===== config.mk =====
export PLATFORM = sky130hd
export DESIGN_NAME = srp_host_flat
export DESIGN_NICKNAME = d
export VERILOG_FILES = /design/src/rtl/srp_pkg.sv /design/src/rtl/srp_if.sv /design/src/rtl/srp_host.sv /design/src/flat_wrapper.sv
export SDC_FILE = /design/constraint.sdc
export NUM_CORES = 1
export LEC_CHECK = 0
export BUFFER_PORTS_ARGS = -buffer_cell sky130_fd_sc_hd__buf_2
export CORE_UTILIZATION = 56
export DETAILED_ROUTE_END_ITERATION = 16
export PLACE_DENSITY = 0.86
export REMOVE_ABC_BUFFERS = 1
export SLEW_MARGIN = 10
export SYNTH_ARGS = -nofsm -noshare
export SYNTH_HDL_FRONTEND = slang
export SYNTH_SLANG_ARGS = --single-unit

===== constraint.sdc =====
create_clock -name mclk -period 3 [get_ports mclk]
set_input_delay 0 -clock mclk [delete_from_list [all_inputs] [get_ports mclk]]
set_output_delay 0 -clock mclk [all_outputs]
set_load 0.01 [all_outputs]

===== src/rtl/srp_pkg.sv =====
// Package for the serial register port: frame layout, register map, reset values.
// Assumes use by both ends of the serial link, the checker and the bench.
package srp_pkg;

  // ****************************************************************
  // Frame layout
  // ****************************************************************
  localparam int FRAME_BITS = 16;
  localparam int ADDR_BITS  = 7;
  localparam int DATA_BITS  = 8;
  localparam int HEAD_BITS  = 8;
  localparam logic DIR_WRITE = 1'h0;
  localparam logic DIR_READ  = 1'h1;

  // ****************************************************************
  // Device register map
  // ****************************************************************
  localparam logic [6:0] SOFT_RESET_KEY_ADDR = 7'h5F;
  localparam logic [7:0] SOFT_RESET_KEY_VAL  = 8'hAA;
  localparam logic [7:0] SOFT_RESET_KEY_RST  = 8'h00;
  localparam logic [6:0] IF_SUPPLY_ADDR      = 7'h4A;
  localparam logic [7:0] REG_RST             = 8'h00;

  // ****************************************************************
  // Host register map (Avalon-MM, byte addresses)
  // ****************************************************************
  localparam logic [3:0] HOST_CMD_OFS    = 4'h0;
  localparam logic [3:0] HOST_STATUS_OFS = 4'h4;
  localparam logic [3:0] HOST_RDATA_OFS  = 4'h8;
  localparam logic [3:0] HOST_CTRL_OFS   = 4'hC;
  localparam logic [31:0] HOST_CTRL_RST  = 32'h0000_0000;

  // ****************************************************************
  // Timing
  // ****************************************************************
  localparam real MCLK_NS        = 10.0;
  localparam real HW_RESET_MIN_NS = 1000.0;
  localparam int  HW_RESET_CYC   = int'($ceil(HW_RESET_MIN_NS / MCLK_NS));
  localparam int  SCLK_DIV_DEF   = 4;

endpackage


===== src/rtl/srp_if.sv =====
// Interface joining host and device of the serial register port.
// Assumes the bench resolves nothing: all pins are one-way.
`timescale 1ns/1ps
interface srp_if;
  logic sclk;
  logic chip_select_n;
  logic ser_data_in;
  logic ser_data_out;
  logic hw_reset_n;

  modport device
  (
    input  sclk,
    input  chip_select_n,
    input  ser_data_in,
    input  hw_reset_n,
    output ser_data_out
  );

  modport host
  (
    output sclk,
    output chip_select_n,
    output ser_data_in,
    output hw_reset_n,
    input  ser_data_out
  );
endinterface


===== src/rtl/srp_host.sv =====
// Host end: Avalon-MM registers command serial frames to the device.
// Assumes one mclk domain; sclk made by division, so no second domain here.
`timescale 1ns/1ps
module srp_host
  import srp_pkg::*;
#(
  parameter int SCLK_DIV = SCLK_DIV_DEF
)
(
  // Clock and reset
  input  wire logic        mclk,
  input  wire logic        rst_n,
  // Avalon-MM slave
  input  wire logic [3:0]  avs_address,
  input  wire logic        avs_read,
  input  wire logic        avs_write,
  input  wire logic [31:0] avs_writedata,
  output logic [31:0]      avs_readdata,
  output logic             avs_waitrequest,
  // Link
  srp_if.host              lnk
);

  typedef enum logic [2:0] {ST_IDLE, ST_RST, ST_SEL, ST_LOW, ST_HIGH, ST_DESEL} srp_state_e;

  srp_state_e  state_r;
  logic [15:0] frame_r;
  logic [4:0]  bit_r;
  logic [15:0] div_r;
  logic [7:0]  rdata_r;
  logic [31:0] ctrl_r;
  logic        busy;
  logic        go;
  logic        tick;
  logic [2:0]  din_sync_r;
  logic        din_r;
  logic        rd_ack_r;

  // ****************************************************************
  // Register bus: writes at once, reads after one wait state
  // ****************************************************************
  assign busy = state_r != ST_IDLE;
  assign go   = avs_write && avs_address == HOST_CMD_OFS && !busy;
  assign avs_waitrequest = avs_read && !rd_ack_r;

  // Read data registered, so the answer comes one cycle late
  always_ff @(posedge mclk or negedge rst_n)
  begin
    if (!rst_n)
      rd_ack_r <= 1'b0;
    else
      rd_ack_r <= avs_read && !rd_ack_r;
  end

  always_ff @(posedge mclk or negedge rst_n)
  begin
    if (!rst_n)
      avs_readdata <= 32'h0000_0000;
    else if (avs_read && !rd_ack_r)
    begin
      case (avs_address)
        HOST_STATUS_OFS: avs_readdata <= {31'h0, busy};
        HOST_RDATA_OFS:  avs_readdata <= {24'h0, rdata_r};
        HOST_CTRL_OFS:   avs_readdata <= ctrl_r;
        default:         avs_readdata <= 32'h0000_0000;
      endcase
    end
  end

  always_ff @(posedge mclk or negedge rst_n)
  begin
    if (!rst_n)
      ctrl_r <= HOST_CTRL_RST;
    else if (avs_write && avs_address == HOST_CTRL_OFS)
      ctrl_r <= avs_writedata;
  end

  // ****************************************************************
  // Frame sequencer
  // ****************************************************************
  assign tick = div_r == 16'(SCLK_DIV - 1);

  always_ff @(posedge mclk or negedge rst_n)
  begin
    if (!rst_n)
      div_r <= 16'h0000;
    else if (state_r == ST_IDLE || tick)
      div_r <= 16'h0000;
    else
      div_r <= div_r + 16'h0001;
  end

  // Link read data: three flops, taken once the last two agree
  always_ff @(posedge mclk or negedge rst_n)
  begin
    if (!rst_n)
    begin
      din_sync_r <= 3'h0;
      din_r      <= 1'b0;
    end
    else
    begin
      din_sync_r <= {din_sync_r[1:0], lnk.ser_data_out};
      if (din_sync_r[2] == din_sync_r[1])
        din_r <= din_sync_r[2];
    end
  end

  always_ff @(posedge mclk or negedge rst_n)
  begin
    if (!rst_n)
    begin
      state_r <= ST_RST;
      frame_r <= 16'h0000;
      bit_r   <= 5'h00;
      rdata_r <= 8'h00;
    end
    else
    begin
      case (state_r)
        ST_RST:
          if (bit_r == 5'h1F)
            state_r <= ST_IDLE;
          else if (tick)
            bit_r <= bit_r + 5'h01;
        ST_IDLE:
          if (go)
          begin
            frame_r <= avs_writedata[15:0];
            bit_r   <= 5'h00;
            state_r <= ST_SEL;
          end
        ST_SEL:
          if (tick)
            state_r <= ST_LOW;
        ST_LOW:
          if (tick)
            state_r <= ST_HIGH;
        ST_HIGH:
          if (tick)
          begin
            frame_r <= {frame_r[14:0], 1'b0};
            if (bit_r >= 5'(HEAD_BITS))
              rdata_r <= {rdata_r[6:0], din_r};
            bit_r <= bit_r + 5'h01;
            state_r <= (bit_r == 5'(FRAME_BITS-1)) ? ST_DESEL : ST_LOW;
          end
        ST_DESEL:
          if (tick)
            state_r <= ST_IDLE;
        default:
          state_r <= ST_IDLE;
      endcase
    end
  end

  // ****************************************************************
  // Link pins, all from flip-flops
  // ****************************************************************
  logic rst_pin_r;
  logic cs_r;
  logic sclk_r;
  logic sdi_r;

  always_ff @(posedge mclk or negedge rst_n)
  begin
    if (!rst_n)
    begin
      rst_pin_r <= 1'b0;
      cs_r      <= 1'b1;
      sclk_r    <= 1'b0;
      sdi_r     <= 1'b0;
    end
    else
    begin
      rst_pin_r <= !(state_r == ST_RST && bit_r < 5'h1E) && !ctrl_r[0];
      cs_r      <= !(state_r inside {ST_SEL, ST_LOW, ST_HIGH});
      sclk_r    <= state_r == ST_HIGH;
      sdi_r     <= state_r inside {ST_SEL, ST_LOW, ST_HIGH} ? frame_r[15] : 1'b0;
    end
  end

  assign lnk.hw_reset_n    = rst_pin_r;
  assign lnk.chip_select_n = cs_r;
  assign lnk.sclk          = sclk_r;
  assign lnk.ser_data_in   = sdi_r;

endmodule


===== src/flat_wrapper.sv =====
// flat-port wrapper written by rule: the top's interface ports become plain ports
module srp_host_flat import srp_pkg::*;
#(
  parameter int SCLK_DIV = SCLK_DIV_DEF
)
  (mclk, rst_n, avs_address, avs_read, avs_write, avs_writedata, avs_readdata, avs_waitrequest, lnk_sclk, lnk_chip_select_n, lnk_ser_data_in, lnk_hw_reset_n, lnk_ser_data_out);
  srp_if lnk_i ();
  input  wire logic mclk;
  input  wire logic rst_n;
  input  wire logic [3:0] avs_address;
  input  wire logic avs_read;
  input  wire logic avs_write;
  input  wire logic [31:0] avs_writedata;
  output logic [31:0] avs_readdata;
  output logic avs_waitrequest;
  output wire logic [$bits(lnk_i.sclk)-1:0] lnk_sclk;
  output wire logic [$bits(lnk_i.chip_select_n)-1:0] lnk_chip_select_n;
  output wire logic [$bits(lnk_i.ser_data_in)-1:0] lnk_ser_data_in;
  output wire logic [$bits(lnk_i.hw_reset_n)-1:0] lnk_hw_reset_n;
  input wire logic [$bits(lnk_i.ser_data_out)-1:0] lnk_ser_data_out;
  assign lnk_sclk = lnk_i.sclk;
  assign lnk_chip_select_n = lnk_i.chip_select_n;
  assign lnk_ser_data_in = lnk_i.ser_data_in;
  assign lnk_hw_reset_n = lnk_i.hw_reset_n;
  assign lnk_i.ser_data_out = lnk_ser_data_out;
  srp_host #(.SCLK_DIV(SCLK_DIV)) u_core (.mclk(mclk), .rst_n(rst_n), .avs_address(avs_address), .avs_read(avs_read), .avs_write(avs_write), .avs_writedata(avs_writedata), .avs_readdata(avs_readdata), .avs_waitrequest(avs_waitrequest), .lnk(lnk_i));
endmodule

==> summary.txt, run 1 <==
Floorplanning
  – Die H: 97.1 µm
  – Chip Width: 97.1 µm
  – Placeable Area: 0.00872 mm²
  – DIE AREA: 0.00944 mm²
  – Rows: 34
  – # IOs: 78
  – Starting density of the core: 0.581

Worst setup path
  – Critical path, cell by cell: ha_1 -> nor4b_1 -> nand4_1 -> o211ai_1 -> o21ai_0 -> dlygate4sd3_1
  – R2r startpoint: u_core.div_r[0]$_DFF_PN0_
  – Critical Path End Type: flop
  – Critical path data arrival time: 3270 ps
  – Buf/Inv on CP: 1
  – Crit Path Class: flop to flop
  – CP max FO: 8
  – Required time worst endpoint: 3400 ps
  – Max stage delay on crit path: 580 ps
  – Flop2flop setup slack: 130 ps
  – CP top delay family: simple AND/OR/NAND/NOR gates
  – Slowest CP cell: dlygate4sd3_1
  – Critical Path Start: u_core.div_r[0]$_DFF_PN0_
  – Crit start category: flop

Synth
  – Largest family of logic cells by synthesized area: compound AO/OA/AOI/OAI gates
  – Syn avg cell area: 12.8 µm²
  – Synth Area in Compound Gates: 0.132
  – Synth async-reset ratio: 1.00
  – Post-synthesis adder-cell area fraction: 0.0118
  – Synthesized flop and latch total: 121
  – Mapped Area: 0.00507 mm²
  – Register area share after synthesis: 0.598
  – Synth Area in XOR/XNOR: 0.0276
  – Post-synth EDFFs: 0
  – Post-synthesis cell type count: 50
  – Top FF cell, synth: dfrtp_1
  – Synth Instances: 395
  – Simple-gate share of the synthesized area: 0.0965
  – Post-synthesis mux area share: 0.107
  – Ys Warns: 0

Clock tree
  – CTS root buffer: clkbuf_8
  – TritonCTS clock tree: done
  – Num Clock Sinks: 121
  – Inserted Clock Buffers: 17
  – H-tree levels: 4
  – Clock tree buffer depth: 2
  – Clock insertion delay at the later pin of the skew report: 530 ps
  – Worst-path clk slew: 60 ps
  – Setup Buffers After CTS: 0

STA
  – Worst Max-Slew Pin Slew: 937 ps
  – Worst slew margin: 0.374
  – Clock Skew: 15.5 ps
  – Hold Vio Cnt, Final: 0
  – RSZ-0062 raised after global routing: no
  – Max Clk Rate: 349 MHz
  – Final setup fails: 0
  – Final worst-path cycle share: 0.956
  – Fin crit period: 2870 ps
  – Fin. max-slew vios: 0
  – Setup_tns: 0 ps

Global routing
  – Busiest layer in global routing: met2
  – Met3 GRT Util: 0.0698
  – GRT Residual Overflow: 0
  – Via count of the first global-routing pass: 4214
  – GR met1 Demand/Resource: 0.367
  – Global Route Usage Sum: 0.296
  – Met2 usage: 0.475
  – First-pass GRT wire length: 21400 µm
  – Initial antenna violation count: 0
  – Largest net degree at the start of global routing: 66

Power
  – Leakage: 3.16 nW
  – Worst vdd ir: 549 µV
  – Net switching power: 0.999 mW
  – Sequential share of power: 0.423
  – Int Power: 3.37 mW
  – Clk pwr share: 0.506
  – Power Total: 4.37 mW
  – Pwr/cell area: 663 mW/mm²
  – Sw Ratio: 0.229
  – Gate power share: 0.071

Layout
  – Antenna diodes: 0
  – Area Overhead vs Synth: 30.2%
  – Most frequent cells in the layout: dfrtp_1 (119), buf_2 (76), mux2_2 (40), dlygate4sd3_1 (39), a22o_1 (25)
  – Final net count: 559
  – Share of cells above drive strength 1: 0.311
  – Fin cells: 635
  – Final Cell Area: 0.00660 mm²
  – Commonest non-fill, non-tap cell in the layout: dfrtp_1

Detailed routing
  – Wire per inst: 20.3 µm
  – DR pass1 iterations: 5
  – Drt total wl: 12900 µm
  – Vias: 3884
  – Post-detailed-route count of antenna-violating nets: 0
  – Initial drt markers: 279
  – Residual DRC: 0
  – Post-DR vias/cell: 6.12

Job
  – Max-Cap Viols: 0

Place
  – GPL Wtd Cong: 0.908
  – Final HPWL DP: 6920 µm
  – Placed cell areas: 0.00557 mm²
  – # port buffers: 77
  – Dpl cells: 564

Run status
  – Status: complete, no violations

Worst hold path
  – Hold_sp: avs_address[0]
  – HP Class: input pin to flop
[state kept, by name, summed over array words and instances (netlist names)]
register / flops
u_core.bit_r: 5
u_core.lnk.sclk: 1
u_core.avs_readdata: 32
u_core.state_r: 3
u_core.lnk.ser_data_in: 1
u_core.din_r: 1
u_core.din_sync_r: 3
u_core.div_r: 16
u_core.frame_r: 16
u_core.lnk.hw_reset_n: 1
u_core.rd_ack_r: 1
u_core.ctrl_r: 32
u_core.lnk.chip_select_n: 1
u_core.rdata_r: 8
[metal layers]
layer,part of all wire,vias to the layer above
li1,-,1706
met1,0.39,1913
met2,0.50,212
met3,0.067,53
met4,0.038,0
met5,0,-
[final cells by class]
| type | count | area [µm²] |
|---|---|---|
| clock buffers | 18 | 418 |
| multi-input cells | 241 | 1900 |
| inverters | 8 | 30.0 |
| repair buffers | 125 | 858 |
| clock inverters | 14 | 221 |
| flip-flops and latches | 121 | 3030 |
| well taps | 108 | 135 |
| fillers | 485 | 2120 |
[tightest hold or removal path: cells and delay by family]
family	cells	cell delay (ps)
AOI/OAI and AO/OA	1	130
buffers and inverters	1	110
and+or+nand+nor	2	280
[synthesized netlist by cell type (all sizes together) (2+ instances only)]
cell type,n,area [µm²]
nor2,22,82.6
nor3,4,20.0
dfrtp,119,2980
and4,2,17.5
a21oi,4,20.0
nand4,10,62.6
or3,2,12.5
a22o,25,219
o21ai,9,45.0
nor2b,2,12.5
mux2,42,473
xnor2,6,52.6
nor4b,2,17.5
nor4,7,43.8
o32a,15,150
nand3,11,55.1
nor3b,2,15.0
and3,5,31.3
nand2b,4,27.5
nand2,12,45.0
ha,4,50.1
o211ai,2,15.0
or4,3,26.3
xor2,10,87.6
o21a,15,113
a21o,2,15.0
clkbuf,17,65.1
mux2i,7,70.1
o41ai,2,36.3
buf,8,41.3
dfstp,2,52.6
inv,8,30.0
[path summary, 6_finish.rpt]
| kind | depth (start not counted) | endpoint |
|---|---|---|
| min in group asynchronous | 2 | u_core.ctrl_r[19]$_DFFE_PN0P_ |
| max reg2reg | 6 | u_core.frame_r[0]$_DFFE_PN0P_ |
| min reg2reg | 0 | u_core.din_sync_r[1]$_DFF_PN0_ |
| min | 4 | u_core.avs_readdata[4]$_DFFE_PN0P_ |
| max in group asynchronous | 3 | u_core.din_sync_r[2]$_DFF_PN0_ |
| max | 6 | u_core.frame_r[0]$_DFFE_PN0P_ |
[what timing repair did]
action / 4_1_cts / 5_1_grt
endpoints found under the hold margin: 110 / 0
endpoints found under the setup margin: 0 / 0
resized for setup: 0 / 0
hold buffers: 39 / 0
[power by group through the flow]
stage | combinational, mW | clock, mW | sequential [mW]
5_1_grt | 0.337 | 2.31 | 1.86
2_1_floorplan | 0.136 | 0 | 1.85
6_report | 0.311 | 2.21 | 1.85
3_5_place_dp | 0.264 | 0 | 1.86
4_1_cts | 0.309 | 2.21 | 1.84
3_3_place_gp | 0.251 | 0 | 1.85
[stage by stage]
stage               hold WS (ps)   util  worst slack, ps
detailed placement          94.7  0.638              645
global placement            91.1  0.638              726
finish                      34.8  0.757              132
floorplan                   -296      -              550
CTS                         25.3  0.757              331
global route                96.9  0.757             30.1
[cell families (layout without fill, tap and decap cells)]
family          Yosys count  in the layout
fa+ha+maj                 5              5
buf+inv                  33            165
mux                      49             49
xor+xnor                 16             16
flops                   121            121
compound gates           81             81
simple gates             90             90
(Power assumes the default switching activity.)
==> inputs of run 2 (changes only) <==
--- a/config.mk
+++ b/config.mk
@@ -6,6 +6,7 @@
 export NUM_CORES = 1
 export LEC_CHECK = 0
 export BUFFER_PORTS_ARGS = -buffer_cell sky130_fd_sc_hd__buf_2
+export CORE_ASPECT_RATIO = 0.5
 export CORE_UTILIZATION = 56
 export DETAILED_ROUTE_END_ITERATION = 16
 export PLACE_DENSITY = 0.86
==> run 2 against run 1 <==
  * Worst setup slack improved by 340 ps
  * Cell area decreased by 1.2%
  * Power decreased by 4.6%
  * Worst hold slack improved by 66 ps
  * Global-route usage increased by 0.52 points
  * Routed wire length increased by 0.53%
  * Register-to-register slack improved by 340 ps
  * Critical endpoint is now u_core.rdata_r[3]$_DFFE_PN0P_
  * Fmax increased by 13%
  * Cell count increased by 0.94%
  * First-iteration DRC count increased by 42%
  * Clock power decreased by 9%
  * Core utilization decreased by 1.1 points
==> summary.txt, run 2 (synthesis gave the netlist of run 1 again) <==
STA
  – Setup_tns: 0 ps
  – Final worst-path cycle share: 0.843
  – Worst Max-Slew Pin Slew: 977 ps
  – Worst slew margin: 0.348
  – Final setup fails: 0
  – Clock Skew: 7.19 ps
  – Fin crit period: 2530 ps
  – Fin. max-slew vios: 0
  – RSZ-0062 raised after global routing: no
  – Max Clk Rate: 395 MHz
  – Hold Vio Cnt, Final: 0

Floorplanning
  – Chip Width: 137 µm
  – Placeable Area: 0.00874 mm²
  – Rows: 24
  – Die H: 69.3 µm
  – # IOs: 78
  – DIE AREA: 0.00946 mm²
  – Starting density of the core: 0.580

Global routing
  – Initial antenna violation count: 0
  – Global Route Usage Sum: 0.301
  – Largest net degree at the start of global routing: 122
  – Via count of the first global-routing pass: 3963
  – First-pass GRT wire length: 21300 µm
  – GRT Residual Overflow: 0

Worst setup path
  – R2r startpoint: u_core.div_r[0]$_DFF_PN0_
  – CP max FO: 8
  – Worst Reg2Reg Path Length in Cells: 5
  – Required time worst endpoint: 3290 ps
  – Crit start category: flop
  – Critical path data arrival time: 2820 ps
  – Crit Path Class: flop to flop
  – RR Endpoint: u_core.rdata_r[3]$_DFFE_PN0P_
  – Flop2flop setup slack: 470 ps
  – Critical Path End Type: flop

Layout
  – Antenna diodes: 0
  – Fin cells: 641
  – Storage element area: 0.00303 mm²
  – Regs by FF count: u_core.avs_readdata x32, u_core.ctrl_r x32
  – Commonest non-fill, non-tap cell in the layout: dfrtp_1
  – # fillers: 484
  – Final net count: 556
  – Core Util, Final: 0.746
  – Area Overhead vs Synth: 28.6%
  – Area of the multi-input gates: 0.00190 mm²
  – Share of cells above drive strength 1: 0.313
  – Most frequent cells in the layout: dfrtp_1 (119), buf_2 (76), mux2_2 (40), dlygate4sd3_1 (36), a22o_1 (25)

Worst hold path
  – Hold path endpoint: u_core.avs_readdata[4]$_DFFE_PN0P_
  – Cell count of the worst hold path: 3
  – Hold_sp: avs_address[2]
  – HP Class: input pin to flop

Run status
  – Status: complete, no violations

Power
  – Worst vdd ir: 466 µV
  – Pwr/cell area: 640 mW/mm²
  – Leakage: 3.12 nW

Place
  – Dpl cells: 573
  – GPL Wtd Cong: 0.857
  – # port buffers: 77
  – Final HPWL DP: 6850 µm

Clock tree
  – TritonCTS clock tree: done
  – H-tree levels: 4
  – Post_cts resized: 0
  – Clock tree buffer depth: 2
  – Clock insertion delay at the later pin of the skew report: 410 ps
  – Num Clock Sinks: 121
  – Setup Buffers After CTS: 0
  – Inserted Clock Buffers: 17
  – CTS root buffer: clkbuf_16
  – Worst-path clk slew: 60 ps
  – Post-CTS Hold Buffers: 36

Detailed routing
  – Vias: 3940
  – Post-detailed-route count of antenna-violating nets: 0
  – Initial drt markers: 396
  – Residual DRC: 0
  – Wire per inst: 20.2 µm
  – DR pass1 iterations: 5
  – Post-DR vias/cell: 6.15
  – Drt total wl: 12900 µm

Job
  – Max-Cap Viols: 0
## run 2: metal layers
layer,vias up,GRT usage,share of wire
met5,-,0,0
li1,1699,-,-
met1,1996,0.398,0.42
met4,0,0.141,0.032
met3,53,0.0775,0.058
met2,192,0.468,0.49
## run 2: stage by stage
stage / hold WS, ps / setup slack [ps] / power (mW) / cell area, µm²
after floorplan: -296 / 550 / 1.99 / 4960
after CTS: 79.0 / 538 / 4.15 / 6520
after detailed placement: 110 / 516 / 2.12 / 5580
final: 101 / 471 / 4.17 / 6520
after global placement: 108 / 710 / 2.10 / 5580
after global routing: 131 / 353 / 4.30 / 6520
## run 2: layout make-up
type	instances	area share
Timing Repair Buffer	122	0.127
Sequential cell	121	0.465
Multi-Input combinational cell	241	0.292
Inverter	8	0.00461
Clock inverter	15	0.0236
Tap cell	117	0.0225
Clock buffer	17	0.0653
## run 2: worst max-delay path by stage
| stage | from | endpoint | cells past startpoint |
|---|---|---|---|
| final | u_core.div_r[0]$_DFF_PN0_ | u_core.rdata_r[3]$_DFFE_PN0P_ | 5 |
| after global routing | u_core.div_r[0]$_DFF_PN0_ | u_core.rdata_r[3]$_DFFE_PN0P_ | 5 |
| after floorplan | u_core.rd_ack_r$_DFF_PN0_ | u_core.avs_readdata[10]$_DFFE_PN0P_ | 5 |
| after detailed placement | u_core.div_r[0]$_DFF_PN0_ | u_core.rdata_r[0]$_DFFE_PN0P_ | 5 |
| after global placement | u_core.div_r[0]$_DFF_PN0_ | u_core.rdata_r[6]$_DFFE_PN0P_ | 5 |
| after CTS | u_core.div_r[0]$_DFF_PN0_ | u_core.rdata_r[3]$_DFFE_PN0P_ | 5 |
## run 2: report_power, final
group	leakage, nW	switching, mW	internal [mW]
logic	1.27	0.140	0.168
clock network	0.282	0.843	1.17
registers	1.57	0.0808	1.76
total	3.12	1.06	3.11
## run 2: worst max-delay path, stage by stage (launching register included)
cell	delay, ps
dfrtp_1	380
ha_1	320
or4b_4	530
nor2_1	200
o2111ai_1	510
mux2_2	480
